### config.mk
export PLATFORM = sky130hd
export DESIGN_NAME = cdec_expand
export DESIGN_NICKNAME = d
export VERILOG_FILES = /design/src/cdec_pkg.sv /design/src/cdec_sort.sv /design/src/cdec_expand.sv
export SDC_FILE = /design/constraint.sdc
export NUM_CORES = 1
export LEC_CHECK = 0
export BUFFER_PORTS_ARGS = -buffer_cell sky130_fd_sc_hd__buf_4
export CAP_MARGIN = 20
export CELL_PAD_IN_SITES_DETAIL_PLACEMENT = 1
export CELL_PAD_IN_SITES_GLOBAL_PLACEMENT = 1
export CORE_AREA = 8 8 140 142
export CTS_CLUSTER_DIAMETER = 200
export DETAILED_ROUTE_END_ITERATION = 12
export DIE_AREA = 0 0 148 150
export GPL_TIMING_DRIVEN = 0
export HOLD_SLACK_MARGIN = 0.06
export MAX_ROUTING_LAYER = met4
export PLACE_DENSITY = 0.77
export SLEW_MARGIN = 40
export SYNTH_ARGS = -nofsm -noshare
export SYNTH_HDL_FRONTEND = slang
export SYNTH_SLANG_ARGS = --single-unit
### constraint.sdc
create_clock -name clk -period 7.15 [get_ports clk]
set_input_delay 1.0725 -clock clk [delete_from_list [all_inputs] [get_ports clk]]
set_output_delay 1.0725 -clock clk [all_outputs]
set_load 0.05 [all_outputs]
### src/cdec_pkg.sv
// Shared constants and carrier types for the compressed halfword decoder
package cdec_pkg;

	// Native condition field values
	localparam logic [3:0]  BRANCH_CONDITION_FIELD_AL      = 4'hE;
	localparam logic [3:0]  BRANCH_CONDITION_FIELD_RSV     = 4'hE;

	// Native data processing opcodes
	localparam logic [3:0]  DP_AND       = 4'h0;
	localparam logic [3:0]  DP_EOR       = 4'h1;
	localparam logic [3:0]  DP_SUB       = 4'h2;
	localparam logic [3:0]  DP_RSB       = 4'h3;
	localparam logic [3:0]  DP_ADD       = 4'h4;
	localparam logic [3:0]  DP_ADC       = 4'h5;
	localparam logic [3:0]  DP_SBC       = 4'h6;
	localparam logic [3:0]  DP_TST       = 4'h8;
	localparam logic [3:0]  DP_CMP       = 4'hA;
	localparam logic [3:0]  DP_CMN       = 4'hB;
	localparam logic [3:0]  DP_ORR       = 4'hC;
	localparam logic [3:0]  DP_MOV       = 4'hD;
	localparam logic [3:0]  DP_BIC       = 4'hE;
	localparam logic [3:0]  DP_MVN       = 4'hF;

	// Shift types in the native operand field
	localparam logic [1:0]  SH_LSL       = 2'h0;
	localparam logic [1:0]  SH_LSR       = 2'h1;
	localparam logic [1:0]  SH_ASR       = 2'h2;
	localparam logic [1:0]  SH_ROR       = 2'h3;

	// Halfword transfer type bits
	localparam logic [1:0]  HT_UHALF     = 2'h1;

	// Special registers
	localparam logic [3:0]  REG_SP       = 4'hD;
	localparam logic [3:0]  REG_PC       = 4'hF;

	// Rotate code giving a left shift by two of an 8-bit immediate
	localparam logic [3:0]  ROT_LSL2     = 4'hF;

	// Fixed native words and field tags
	localparam logic [27:0] BX_BODY      = 28'h12FFF10;
	localparam logic [3:0]  MUL_TAG      = 4'h9;
	localparam logic [3:0]  SWI_TAG      = 4'hF;
	localparam logic [3:0]  BR_TAG       = 4'hA;
	localparam logic [3:0]  BRL_TAG      = 4'hB;
	localparam logic [31:0] NATIVE_NONE  = 32'h00000000;

	// One-hot encoding formats, zero when nothing matches
	typedef enum logic [19:0] {
		FMT_NONE    = 20'h00000,
		FMT_SHIFT   = 20'h00001,
		FMT_ADDSUB  = 20'h00002,
		FMT_IMM     = 20'h00004,
		FMT_ALU     = 20'h00008,
		FMT_HIREG   = 20'h00010,
		FMT_PCLOAD  = 20'h00020,
		FMT_LSREG   = 20'h00040,
		FMT_LSSIGN  = 20'h00080,
		FMT_LSIMM   = 20'h00100,
		FMT_LSHALF  = 20'h00200,
		FMT_SPLS    = 20'h00400,
		FMT_ADDR    = 20'h00800,
		FMT_SPADJ   = 20'h01000,
		FMT_PUSHPOP = 20'h02000,
		FMT_MULTI   = 20'h04000,
		FMT_BCOND   = 20'h08000,
		FMT_SWI     = 20'h10000,
		FMT_BUNC    = 20'h20000,
		FMT_BLINK   = 20'h40000
	} cdec_fmt_t;

	// Extracted fields; rs also carries the base register of transfers
	typedef struct packed {
		logic [3:0]  op;
		logic [3:0]  rd;
		logic [3:0]  rs;
		logic [3:0]  rn;
		logic [10:0] imm;
		logic [7:0]  register_list_field;
		logic        link_bit;
	} cdec_fields_t;

	// Decoder result towards the native pipeline
	typedef struct packed {
		logic         valid;
		logic [31:0]  native;
		cdec_fmt_t    fmt;
		cdec_fields_t fld;
		logic         sets_flags;
		logic         undefined;
	} cdec_out_t;

endpackage : cdec_pkg

### src/cdec_sort.sv
// Format sorting and field extraction for one compressed halfword
`timescale 1ns/1ps
`default_nettype none
module cdec_sort import cdec_pkg::*; (
	// Halfword in
	input  wire logic [15:0] half,
	// Format and fields out
	output cdec_fmt_t        fmt,
	output cdec_fields_t     fld
);

	// Priority order matters: sub-patterns are tested before their parents
	function automatic cdec_fmt_t classify(input logic [15:0] h);
		if (h[15:11] == 5'h03)
			return FMT_ADDSUB;
		else if (h[15:13] == 3'h0)
			return FMT_SHIFT;
		else if (h[15:13] == 3'h1)
			return FMT_IMM;
		else if (h[15:10] == 6'h10)
			return FMT_ALU;
		else if (h[15:10] == 6'h11)
			return FMT_HIREG;
		else if (h[15:11] == 5'h09)
			return FMT_PCLOAD;
		else if (h[15:12] == 4'h5)
			return h[9] ? FMT_LSSIGN : FMT_LSREG;
		else if (h[15:13] == 3'h3)
			return FMT_LSIMM;
		else if (h[15:12] == 4'h8)
			return FMT_LSHALF;
		else if (h[15:12] == 4'h9)
			return FMT_SPLS;
		else if (h[15:12] == 4'hA)
			return FMT_ADDR;
		else if (h[15:8] == 8'hB0)
			return FMT_SPADJ; // RL4
		else if (h[15:12] == 4'hB && h[10:9] == 2'h2)
			return FMT_PUSHPOP;
		else if (h[15:12] == 4'hC)
			return FMT_MULTI;
		else if (h[15:8] == 8'hDF)
			return FMT_SWI;
		else if (h[15:12] == 4'hD)
			return FMT_BCOND;
		else if (h[15:11] == 5'h1C)
			return FMT_BUNC;
		else if (h[15:12] == 4'hF)
			return FMT_BLINK;
		else
			return FMT_NONE; // RL13
	endfunction : classify

	// Low register fields reach only registers 0 to 7
	function automatic logic [3:0] lo(input logic [2:0] r);
		return {1'b0, r}; // RL12
	endfunction : lo

	assign fmt = classify(half); // RL3

	always_comb begin // RL1
		fld = '0;
		unique case (fmt)
			FMT_SHIFT, FMT_LSIMM, FMT_LSHALF: begin
				fld.op  = {2'h0, half[12:11]};
				fld.imm = {6'h00, half[10:6]};
				fld.rs  = lo(half[5:3]);
				fld.rd  = lo(half[2:0]);
			end
			FMT_ADDSUB, FMT_LSREG, FMT_LSSIGN: begin
				fld.op  = {2'h0, half[11:10]};
				if (fmt == FMT_ADDSUB)
					fld.op = {2'h0, half[10:9]};
				fld.rn  = lo(half[8:6]);
				fld.imm = {8'h00, half[8:6]};
				fld.rs  = lo(half[5:3]);
				fld.rd  = lo(half[2:0]);
			end
			FMT_IMM, FMT_PCLOAD, FMT_SPLS, FMT_ADDR: begin
				fld.op  = {2'h0, half[12:11]};
				fld.rd  = lo(half[10:8]);
				fld.imm = {3'h0, half[7:0]};
			end
			FMT_ALU: begin
				fld.op = half[9:6]; // RL11
				fld.rs = lo(half[5:3]);
				fld.rd = lo(half[2:0]);
			end
			FMT_HIREG: begin
				fld.op = {2'h0, half[9:8]};
				fld.rd = {half[7], half[2:0]}; // RL12
				fld.rs = {half[6], half[5:3]}; // RL12
			end
			FMT_SPADJ: begin
				fld.op  = {3'h0, half[7]}; // RL4
				fld.imm = {4'h0, half[6:0]};
			end
			FMT_PUSHPOP, FMT_MULTI: begin
				fld.op                  = {3'h0, half[11]};
				fld.link_bit            = half[8];
				fld.rs                  = lo(half[10:8]);
				fld.register_list_field = half[7:0];
			end
			FMT_BCOND, FMT_SWI: begin
				fld.op  = half[11:8];
				fld.imm = {3'h0, half[7:0]};
			end
			FMT_BUNC, FMT_BLINK: begin
				fld.op  = {3'h0, half[11]}; // RL5
				fld.imm = half[10:0];
			end
			FMT_NONE: begin
				fld = '0;
			end
			default: begin
				fld = '0;
			end
		endcase
	end

endmodule : cdec_sort
`default_nettype wire

### src/cdec_expand.sv
// Compressed halfword decoder: expansion to native operations
//
// How it works
// RL1 - Take each instruction as one 16-bit word
// RL2 - Emit the equivalent 32-bit native operation
// RL3 - Sort into nineteen formats by leading bits
// RL4 - Stack adjust: sign bit selects add/subtract
// RL5 - Long call halves joined by high/low bit
// RL6 - Add sets flags only in low forms
// RL7 - Move sets flags except high-register move
// RL8 - ALU ops set flags; transfers, branches never
// RL9 - Shift move ops: left, logical, arithmetic
// RL10 - Immediate ops: move, compare, add, subtract
// RL11 - ALU field decodes sixteen listed operations
// RL12 - Low fields 0-7; high selects give 8-15
// RL13 - Unmatched encodings flagged undefined
`timescale 1ns/1ps
`default_nettype none
module cdec_expand import cdec_pkg::*; (
	// Clock and reset
	input  wire logic        clk,
	input  wire logic        reset,
	// From fetch
	input  wire logic        in_valid,
	input  wire logic [15:0] in_half,
	input  wire logic        flush,
	// To native pipeline
	output cdec_out_t        out
);

	typedef struct packed {
		cdec_out_t   res;
		logic        bl_pend;
		logic [10:0] bl_high;
	} cdec_state_t;

	cdec_state_t  q;
	cdec_state_t  d;
	cdec_fmt_t    fmt;
	cdec_fields_t f;

	cdec_sort u_sort (
		.half (in_half),
		.fmt  (fmt),
		.fld  (f)
	);

	function automatic logic [31:0] dp(input logic [3:0] opc,
		input logic s, input logic i, input logic [3:0] rn,
		input logic [3:0] rd, input logic [11:0] op2);
		return {BRANCH_CONDITION_FIELD_AL, 2'h0, i, opc, s, rn, rd, op2};
	endfunction : dp

	function automatic logic [31:0] ls(input logic i, input logic b,
		input logic l, input logic [3:0] rn, input logic [3:0] rd,
		input logic [11:0] off);
		return {BRANCH_CONDITION_FIELD_AL, 2'h1, i, 1'b1, 1'b1, b, 1'b0, l, rn, rd, off};
	endfunction : ls

	function automatic logic [31:0] lsh(input logic i, input logic l,
		input logic [1:0] sh, input logic [3:0] rn, input logic [3:0] rd,
		input logic [7:0] off);
		return {BRANCH_CONDITION_FIELD_AL, 3'h0, 1'b1, 1'b1, i, 1'b0, l, rn, rd, off[7:4],
			1'b1, sh, 1'b1, off[3:0]};
	endfunction : lsh

	function automatic logic [31:0] blk(input logic p, input logic u,
		input logic l, input logic [3:0] rn, input logic [15:0] list);
		return {BRANCH_CONDITION_FIELD_AL, 3'h4, p, u, 1'b0, 1'b1, l, rn, list};
	endfunction : blk

	always_comb begin
		logic [3:0] opc;
		logic [1:0] sh;
		logic       flag;
		logic       und;
		logic       emit;
		logic [31:0] nat;
		opc  = DP_AND;
		sh   = SH_LSL;
		flag = 1'b0;
		und  = 1'b0;
		emit = in_valid;
		nat  = NATIVE_NONE;
		d    = q;
		unique case (fmt)
			FMT_SHIFT: begin
				// Op 11 never lands here, it belongs to add/subtract
				nat  = dp(DP_MOV, 1'b1, 1'b0, 4'h0, f.rd,
					{f.imm[4:0], f.op[1:0], 1'b0, f.rs}); // RL9
				flag = 1'b1; // RL8
			end
			FMT_ADDSUB: begin
				opc  = f.op[0] ? DP_SUB : DP_ADD;
				nat  = dp(opc, 1'b1, f.op[1], f.rs, f.rd,
					f.op[1] ? {9'h000, f.imm[2:0]} : {8'h00, f.rn});
				flag = 1'b1; // RL6
			end
			FMT_IMM: begin
				unique case (f.op[1:0])
					2'h0: nat = dp(DP_MOV, 1'b1, 1'b1, 4'h0, f.rd,
						{4'h0, f.imm[7:0]}); // RL10
					2'h1: nat = dp(DP_CMP, 1'b1, 1'b1, f.rd, 4'h0,
						{4'h0, f.imm[7:0]}); // RL10
					2'h2: nat = dp(DP_ADD, 1'b1, 1'b1, f.rd, f.rd,
						{4'h0, f.imm[7:0]}); // RL10
					2'h3: nat = dp(DP_SUB, 1'b1, 1'b1, f.rd, f.rd,
						{4'h0, f.imm[7:0]}); // RL10
				endcase
				flag = 1'b1; // RL7
			end
			FMT_ALU: begin
				flag = 1'b1; // RL8
				unique case (f.op)
					4'h0: opc = DP_AND;
					4'h1: opc = DP_EOR;
					4'h5: opc = DP_ADC;
					4'h6: opc = DP_SBC;
					4'h8: opc = DP_TST;
					4'hA: opc = DP_CMP;
					4'hB: opc = DP_CMN;
					4'hC: opc = DP_ORR;
					4'hE: opc = DP_BIC;
					4'hF: opc = DP_MVN;
					4'h3: sh = SH_LSR;
					4'h4: sh = SH_ASR;
					4'h7: sh = SH_ROR;
					default: sh = SH_LSL;
				endcase
				unique case (f.op)
					4'h2, 4'h3, 4'h4, 4'h7: nat = dp(DP_MOV, 1'b1, 1'b0,
						4'h0, f.rd, {f.rs, 1'b0, sh, 1'b1, f.rd}); // RL11
					4'h9: nat = dp(DP_RSB, 1'b1, 1'b1, f.rs, f.rd,
						12'h000); // RL11
					4'hD: nat = {BRANCH_CONDITION_FIELD_AL, 7'h00, 1'b1, f.rd, 4'h0, f.rd,
						MUL_TAG, f.rs}; // RL11
					4'h8, 4'hA, 4'hB: nat = dp(opc, 1'b1, 1'b0, f.rd, 4'h0,
						{8'h00, f.rs}); // RL11
					4'hF: nat = dp(opc, 1'b1, 1'b0, 4'h0, f.rd,
						{8'h00, f.rs}); // RL11
					default: nat = dp(opc, 1'b1, 1'b0, f.rd, f.rd,
						{8'h00, f.rs}); // RL11
				endcase
			end
			FMT_HIREG: begin
				unique case (f.op[1:0])
					2'h0: nat = dp(DP_ADD, 1'b0, 1'b0, f.rd, f.rd,
						{8'h00, f.rs}); // RL6
					2'h1: nat = dp(DP_CMP, 1'b1, 1'b0, f.rd, 4'h0,
						{8'h00, f.rs});
					2'h2: nat = dp(DP_MOV, 1'b0, 1'b0, 4'h0, f.rd,
						{8'h00, f.rs}); // RL7
					2'h3: nat = {BRANCH_CONDITION_FIELD_AL, BX_BODY[27:4], f.rs}; // RL8
				endcase
				flag = (f.op[1:0] == 2'h1);
				// Both selects clear outside exchange, or a high target on exchange, is illegal
				und  = (f.op[1:0] == 2'h3) ? f.rd[3] :
					!(f.rd[3] | f.rs[3]); // RL13
			end
			FMT_PCLOAD:
				nat = ls(1'b0, 1'b0, 1'b1, REG_PC, f.rd,
					{2'h0, f.imm[7:0], 2'h0}); // RL8
			FMT_LSREG:
				nat = ls(1'b1, f.op[0], f.op[1], f.rs, f.rd,
					{8'h00, f.rn});
			FMT_LSSIGN: begin
				sh  = f.op[0] ? {1'b1, f.op[1]} : HT_UHALF;
				nat = lsh(1'b0, f.op[1] | f.op[0], sh, f.rs, f.rd,
					{4'h0, f.rn});
			end
			FMT_LSIMM:
				nat = ls(1'b0, f.op[1], f.op[0], f.rs, f.rd, f.op[1] ?
					{7'h00, f.imm[4:0]} : {5'h00, f.imm[4:0], 2'h0});
			FMT_LSHALF:
				nat = lsh(1'b1, f.op[0], HT_UHALF, f.rs, f.rd,
					{2'h0, f.imm[4:0], 1'b0});
			FMT_SPLS:
				nat = ls(1'b0, 1'b0, f.op[0], REG_SP, f.rd,
					{2'h0, f.imm[7:0], 2'h0});
			FMT_ADDR:
				nat = dp(DP_ADD, 1'b0, 1'b1, f.op[0] ? REG_SP : REG_PC,
					f.rd, {ROT_LSL2, f.imm[7:0]}); // RL6
			FMT_SPADJ:
				nat = dp(f.op[0] ? DP_SUB : DP_ADD, 1'b0, 1'b1, REG_SP,
					REG_SP, {ROT_LSL2, 1'b0, f.imm[6:0]}); // RL4
			FMT_PUSHPOP:
				// Push adds the link register, pop adds the program counter
				nat = f.op[0] ?
					blk(1'b0, 1'b1, 1'b1, REG_SP, {f.link_bit, 7'h00,
						f.register_list_field}) :
					blk(1'b1, 1'b0, 1'b0, REG_SP, {1'b0, f.link_bit, 6'h00,
						f.register_list_field}); // RL8
			FMT_MULTI:
				nat = blk(1'b0, 1'b1, f.op[0], f.rs,
					{8'h00, f.register_list_field}); // RL8
			FMT_BCOND: begin
				nat = {f.op, BR_TAG, {16{f.imm[7]}}, f.imm[7:0]};
				und = (f.op == BRANCH_CONDITION_FIELD_RSV); // RL13
			end
			FMT_SWI:
				nat = {BRANCH_CONDITION_FIELD_AL, SWI_TAG, 16'h0000, f.imm[7:0]}; // RL8
			FMT_BUNC:
				nat = {BRANCH_CONDITION_FIELD_AL, BR_TAG, {13{f.imm[10]}}, f.imm}; // RL8
			FMT_BLINK: begin
				if (!f.op[0]) begin
					// First half is held back, only the pair leaves
					emit = 1'b0; // RL5
					if (in_valid) begin
						d.bl_pend = 1'b1; // RL5
						d.bl_high = f.imm;
					end
				end else begin
					nat = {BRANCH_CONDITION_FIELD_AL, BRL_TAG, {2{q.bl_high[10]}}, q.bl_high,
						f.imm}; // RL5
					und = !q.bl_pend; // RL13
					if (in_valid)
						d.bl_pend = 1'b0;
				end
			end
			FMT_NONE:
				und = 1'b1; // RL13
			default:
				und = 1'b1;
		endcase
		// Any other halfword breaks a pending call pair
		if (in_valid && fmt != FMT_BLINK)
			d.bl_pend = 1'b0;
		if (und)
			nat = NATIVE_NONE;
		d.res.valid      = emit && !flush;
		d.res.native     = nat; // RL2
		d.res.fmt        = fmt;
		d.res.fld        = f;
		d.res.sets_flags = flag && !und;
		d.res.undefined  = und;
		if (flush)
			d.bl_pend = 1'b0;
	end

	always_ff @(posedge clk or posedge reset) begin
		if (reset)
			q <= '0;
		else
			q <= d;
	end

	assign out = q.res;

endmodule : cdec_expand
`default_nettype wire

After elaboration in Yosys (flattened, before gate mapping). Cells that the tools add are included.

Bitwise operators: 3. Reduce and logical (&&, ||, !) cells: 28. Equality and inequality tests: 56. Multiplexer cells: 53.

Operators with widths (count): case mux 32 bit (19 select lines) (1); 2-to-1 mux 20 bit (17); case mux 32 bit (4 select lines) (2); case mux 26 bit (5 select lines) (1); 2-to-1 mux 32 bit (2); equality test 4 bit (second input constant) (15); case mux 11 bit (5 select lines) (1); case mux 4 bit (9 select lines) (1); case mux 4 bit (7 select lines) (1); 2-to-1 mux 25 bit (1); 2-to-1 mux 12 bit (2); case mux 4 bit (3 select lines) (2); equality test 20 x 1 -> 1 bit (second input constant) (1); equality test 20 x 10 -> 1 bit (second input constant) (1); equality test 20 x 11 -> 1 bit (second input constant) (1); equality test 20 x 12 -> 1 bit (second input constant) (1); equality test 20 x 13 -> 1 bit (second input constant) (1); equality test 20 x 14 -> 1 bit (second input constant) (1); equality test 20 x 15 -> 1 bit (second input constant) (1); equality test 20 x 16 -> 1 bit (second input constant) (1); equality test 20 x 17 -> 1 bit (second input constant) (1); equality test 20 x 18 -> 1 bit (second input constant) (1); equality test 20 x 19 -> 1 bit (second input constant) (1); equality test 20 x 2 -> 1 bit (second input constant) (1); other kinds (47) (82).

Logic and storage cells: 154. Flip-flop bits (word level): 103. Output and inout bits: 91. Input bits: 20.

Longest topological paths before layout.
Depth in word-level cells: 28. Mapped depth: 13. Gate-level depth less buffers: 10.

By module. A second synthesis with hierarchy kept.

Cell total of the unflattened synthesis: 707. Area, all modules: 6457.4 um^2.

By module, submodules not included: cdec_expand (cells each 577, seq. area each 2577.5 um^2, instances 1, area each 5631.7 um^2); cdec_sort (cells each 130, seq. area each 0.0 um^2, instances 1, area each 825.8 um^2).

Least setup slack after synthesis. OpenSTA, ideal clock, no wires.

Path kind: input -> register. Start: input port in_half[11]. End: register q, in the netlist out[82]. Arrival: 3.346 ns. Setup time: 0.084 ns. Path buffers: 3. Required time: 7.066 ns. Stages on the path: 11. Path slack: 3.721 ns. Cell sequence: buf_2 -> or4b_4 -> a211o_1 -> and4_1 -> buf_6 -> a21oi_2 -> mux2i_1 -> o21a_4 -> inv_4 -> buf_6 -> a41oi_2.

RTL lines: start: declaration (RTL line cdec_expand.sv:25) `input wire logic [15:0] in_half,`; end signal: assignment (RTL line cdec_expand.sv:242) `q <= '0;`; end signal: assignment (RTL line cdec_expand.sv:244) `q <= d;`; end: declaration (RTL line cdec_expand.sv:37) `cdec_state_t q;`.

==> summary.txt <==
Place
  • Detailed-placement wirelength estimate: roughly 17,000 um
  • DP Worst Slack: 2.78 ns
  • Final Wtd Congestion: 1.00
  • PortBufs: about 110

Detailed routing
  • Pre-antenna DRT Iters: 5
  • Via density: 5.55
  • Starting DRT DRC Count: between 400 and 500
  • Drt drc: 0
  • Routed wire per std cell: 22.6 um
  • Routed WL: about 22,000 um
  • Via count: about 5,500
  • Post-route ant nets: 0

Hold path
  • Hold endpoint: q[7]
  • Hold crit path type: reg2reg
  • Hold Path Cell Cnt: 2
  • HP Start: q[7]

Clock network
  • Root buffer cell: clkbuf_16
  • Num CTS Buffers: 9
  • Clock Latency Late Sink: ~0.36 ns
  • H-tree Lvls: 3
  • Worst-path clk slew: roughly 0.07 ns
  • Clock Sinks: approximately 100
  • CTS Hold Bufs: 0
  • Post-CTS sizing: 0
  • Bufs on Longest Clock Path: 2
  • TritonCTS clock tree: done
  • Setup Fix Bufs, Post-CTS: 0

STA
  • Worst setup margin: roughly 3 ns
  • Max Fclk: 241 MHz
  • Fin. max-slew vios: 0
  • Slew margin rel.: about 41%
  • RSZ-0062 raised after global routing: false
  • Final Hold Fails: 0
  • Slew @ Worst Pin: a little under 0.9 ns
  • Tcrit/Tclk final: 58.0%
  • Final Critical Period: around 4.1 ns
  • Final setup vio count: 0
  • Setup tns final: 0 ns
  • Post-Route Skew: about 0.0087 ns

Run
  • Max-cap viol count: 0

Setup path
  • Reg-to-reg endpoint: out[75]
  • Setup slack, reg-to-reg: approximately 5.7 ns
  • Critical Path Source Type: primary input
  • Worst-path fanout max: 10
  • CP arrival: about 4.4 ns
  • Crit path capture type: flip-flop
  • Setup CP Type: in2reg
  • RR Startpoint: q[11]
  • Worst EP required: 7.41 ns
  • Cells on worst reg2reg path: 5

Global routing
  • Number of global-route vias before repair: around 5,700
  • Initial antenna violation count: 0
  • Largest net degree at the start of global routing: 61
  • Global Route Usage Sum: 20.8%
  • GRT Residual Overflow: 0
  • First-pass GRT wire length: around 34,000 um

Power and ir drop
  • Tot Pwr: roughly 1.7 mW
  • Power Internal: about 1.1 mW
  • Psw: 0.566 mW
  • Pleak: 3.63 nW
  • Clock share of power: 33.2%
  • Register share of total power: between 30% and 40%
  • Sw Ratio: about 34%
  • Pwr dens: around 220 nW/um^2
  • Comb power frac: between 20 and 30%
  • IR drop worst, VDD: about 110 uV

Cells and area
  • Area of the multi-input gates: 2490 um^2
  • Syn-to-layout area delta: 24.5%
  • Ant. Diodes: 0
  • Fill cell count: roughly 2,000
  • Share of cells above drive strength 1: a little over a third
  • Register area: ~2500 um^2
  • Nets@finish: roughly 780

Synth
  • Avg Cell Area, Syn: about 9.4 um^2
  • Most area-consuming cells after synthesis: dfrtp_1, buf_4, nand2_1
  • Async SR Flop Fraction: 100%
  • Post-Synthesis Cell Area: 6000 um^2
  • Yosys reg bits: 101
  • Yosys cell types: between 80 and 90
  • Sequential cell area fraction in the yosys report: between 40 and 50%
  • Mapped Cells: around 640
  • Yosys warning count: 0
  • Post-synth EDFFs: 0
  • Most used DFF post-synth: dfrtp_1
  • Largest area contributor in the netlist: dfrtp_1
  • Synth top area share: approximately 42%

Run status
  • Run status: completed

Floorplan
  • Initial Util: 34.2%
  • Die area: between 20,000 and 25,000 um^2
  • Core ar.: about 18,000 um^2
  • Num ports: about 110
  • Die Ht: around 150 um
  • Die width: between 100 and 150 um
  • Site row count: 49
-- synthesized netlist by cell type (8+ instances only) --
master,count
dfrtp_1,101
buf_4,91
nand2_1,48
o21a_1,10
buf_2,11
mux2_2,11
nor3_1,13
inv_1,18
a211oi_1,12
and2_1,20
a21o_1,9
a31oi_1,12
nand3_1,12
nor2_1,37
nand2b_1,8
clkbuf_1,16
a21oi_1,33
o21ai_0,20
a22o_1,9
-- worst max-delay path, cell delays in order --
cell	delay (ns)
buf_4	0.10
buf_2	0.20
nand2b_1	0.23
o22ai_1	0.76
o21ai_1	0.46
a21oi_2	0.30
mux2i_1	0.52
o21a_4	0.29
inv_4	0.08
buf_6	0.16
a31oi_1	0.21
-- kinds of logic (layout without fill, tap and decap cells) --
kind of cell,after synthesis,after routing,synth area share (%)
flip-flops,101,101,42.1
multiplexers,12,12,2.23
AND/OR/NAND/NOR,184,184,16.0
AO/OA/AOI/OAI,182,182,22.7
other,1,2,0.0625
buffers and inverters,154,277,16.5
XOR/XNOR,2,2,0.292
-- layout by cell type, fill, tap and decap left out, types with 4 or more instances in the layout --
cell       netlist  routed
a211oi_1        12      12
a21o_1           9       9
a21oi_1         33      33
a221oi_1         7       7
a22o_1           9       9
a31oi_1         12      12
a32oi_1          4       4
a41oi_1          5       5
and2_1          20      20
buf_1            4       4
buf_2           11      11
buf_4           91     197
buf_6            7       7
clkbuf_1        16      16
clkbuf_16        0       9
dfrtp_1        101     101
inv_1           18      17
mux2_2          11      11
nand2_1         48      48
nand2b_1         8       8
nand3_1         12      12
nand4_1          6       6
nor2_1          37      36
nor2b_1          6       6
nor3_1          13      12
nor4_1           5       5
o211ai_1         7       7
o21a_1          10      10
o21ai_0         20      20
o21ai_1          4       4
o221ai_1         5       5
o22ai_1          7       7
or3_1            4       4
or4_1            4       4
-- per-stage QoR --
stage | cells | utilization [%] | hold slack [ns] | instance area [um^2]
3_3_place_gp | 972 | 40.4 | 0.466 | 7090
3_5_place_dp | 973 | 40.6 | 0.476 | 7130
4_1_cts | 989 | 42.6 | 0.493 | 7470
2_1_floorplan | 637 | - | 0.450 | 6000
5_1_grt | 989 | 42.6 | 0.524 | 7470
6_report | 989 | 42.6 | 0.492 | 7470
-- power by group through the flow --
stage               Clock (mW)  Combinational, mW  Sequential [mW]
floorplan                    0              0.337            0.636
global placement             0              0.470            0.641
detailed placement           0              0.477            0.643
CTS                      0.565              0.479            0.632
global route             0.582              0.503            0.636
finish                   0.552              0.479            0.631
-- sequential cells by signal (all words and copies together), names as in the netlist --
register and cells:
q 12, out 89
-- how the worst max path moves through the flow --
stage	from	to	cells after the start
global placement	reset	out[23]	2
finish	in_half[14]	out[77]	11
detailed placement	in_half[14]	out[77]	11
CTS	in_half[14]	out[77]	11
floorplan	reset	out[0]	1
global route	in_half[14]	out[78]	11
-- layout make-up --
class / count / share of cell area, %
Clock inverter: 7 / 1.56
Sequential cell: 101 / 33.8
Inverter: 25 / 1.42
Tap cell: 229 / 3.84
Timing Repair Buffer: 107 / 11.0
Buffer: 129 / 11.9
Multi-Input combinational cell: 382 / 33.4
Clock buffer: 9 / 3.02
-- metal layers --
| layer | part of all wire [%] | up-vias | GRT usage (%) |
|---|---|---|---|
| met4 | 3.5 | 0 | 9.54 |
| met1 | 43 | 2730 | 25.7 |
| li1 | - | 2443 | - |
| met5 | 0 | - | - |
| met3 | 7.3 | 62 | 4.45 |
| met2 | 47 | 253 | 32.3 |
No activity file was read; power rests on OpenSTA's default activity.
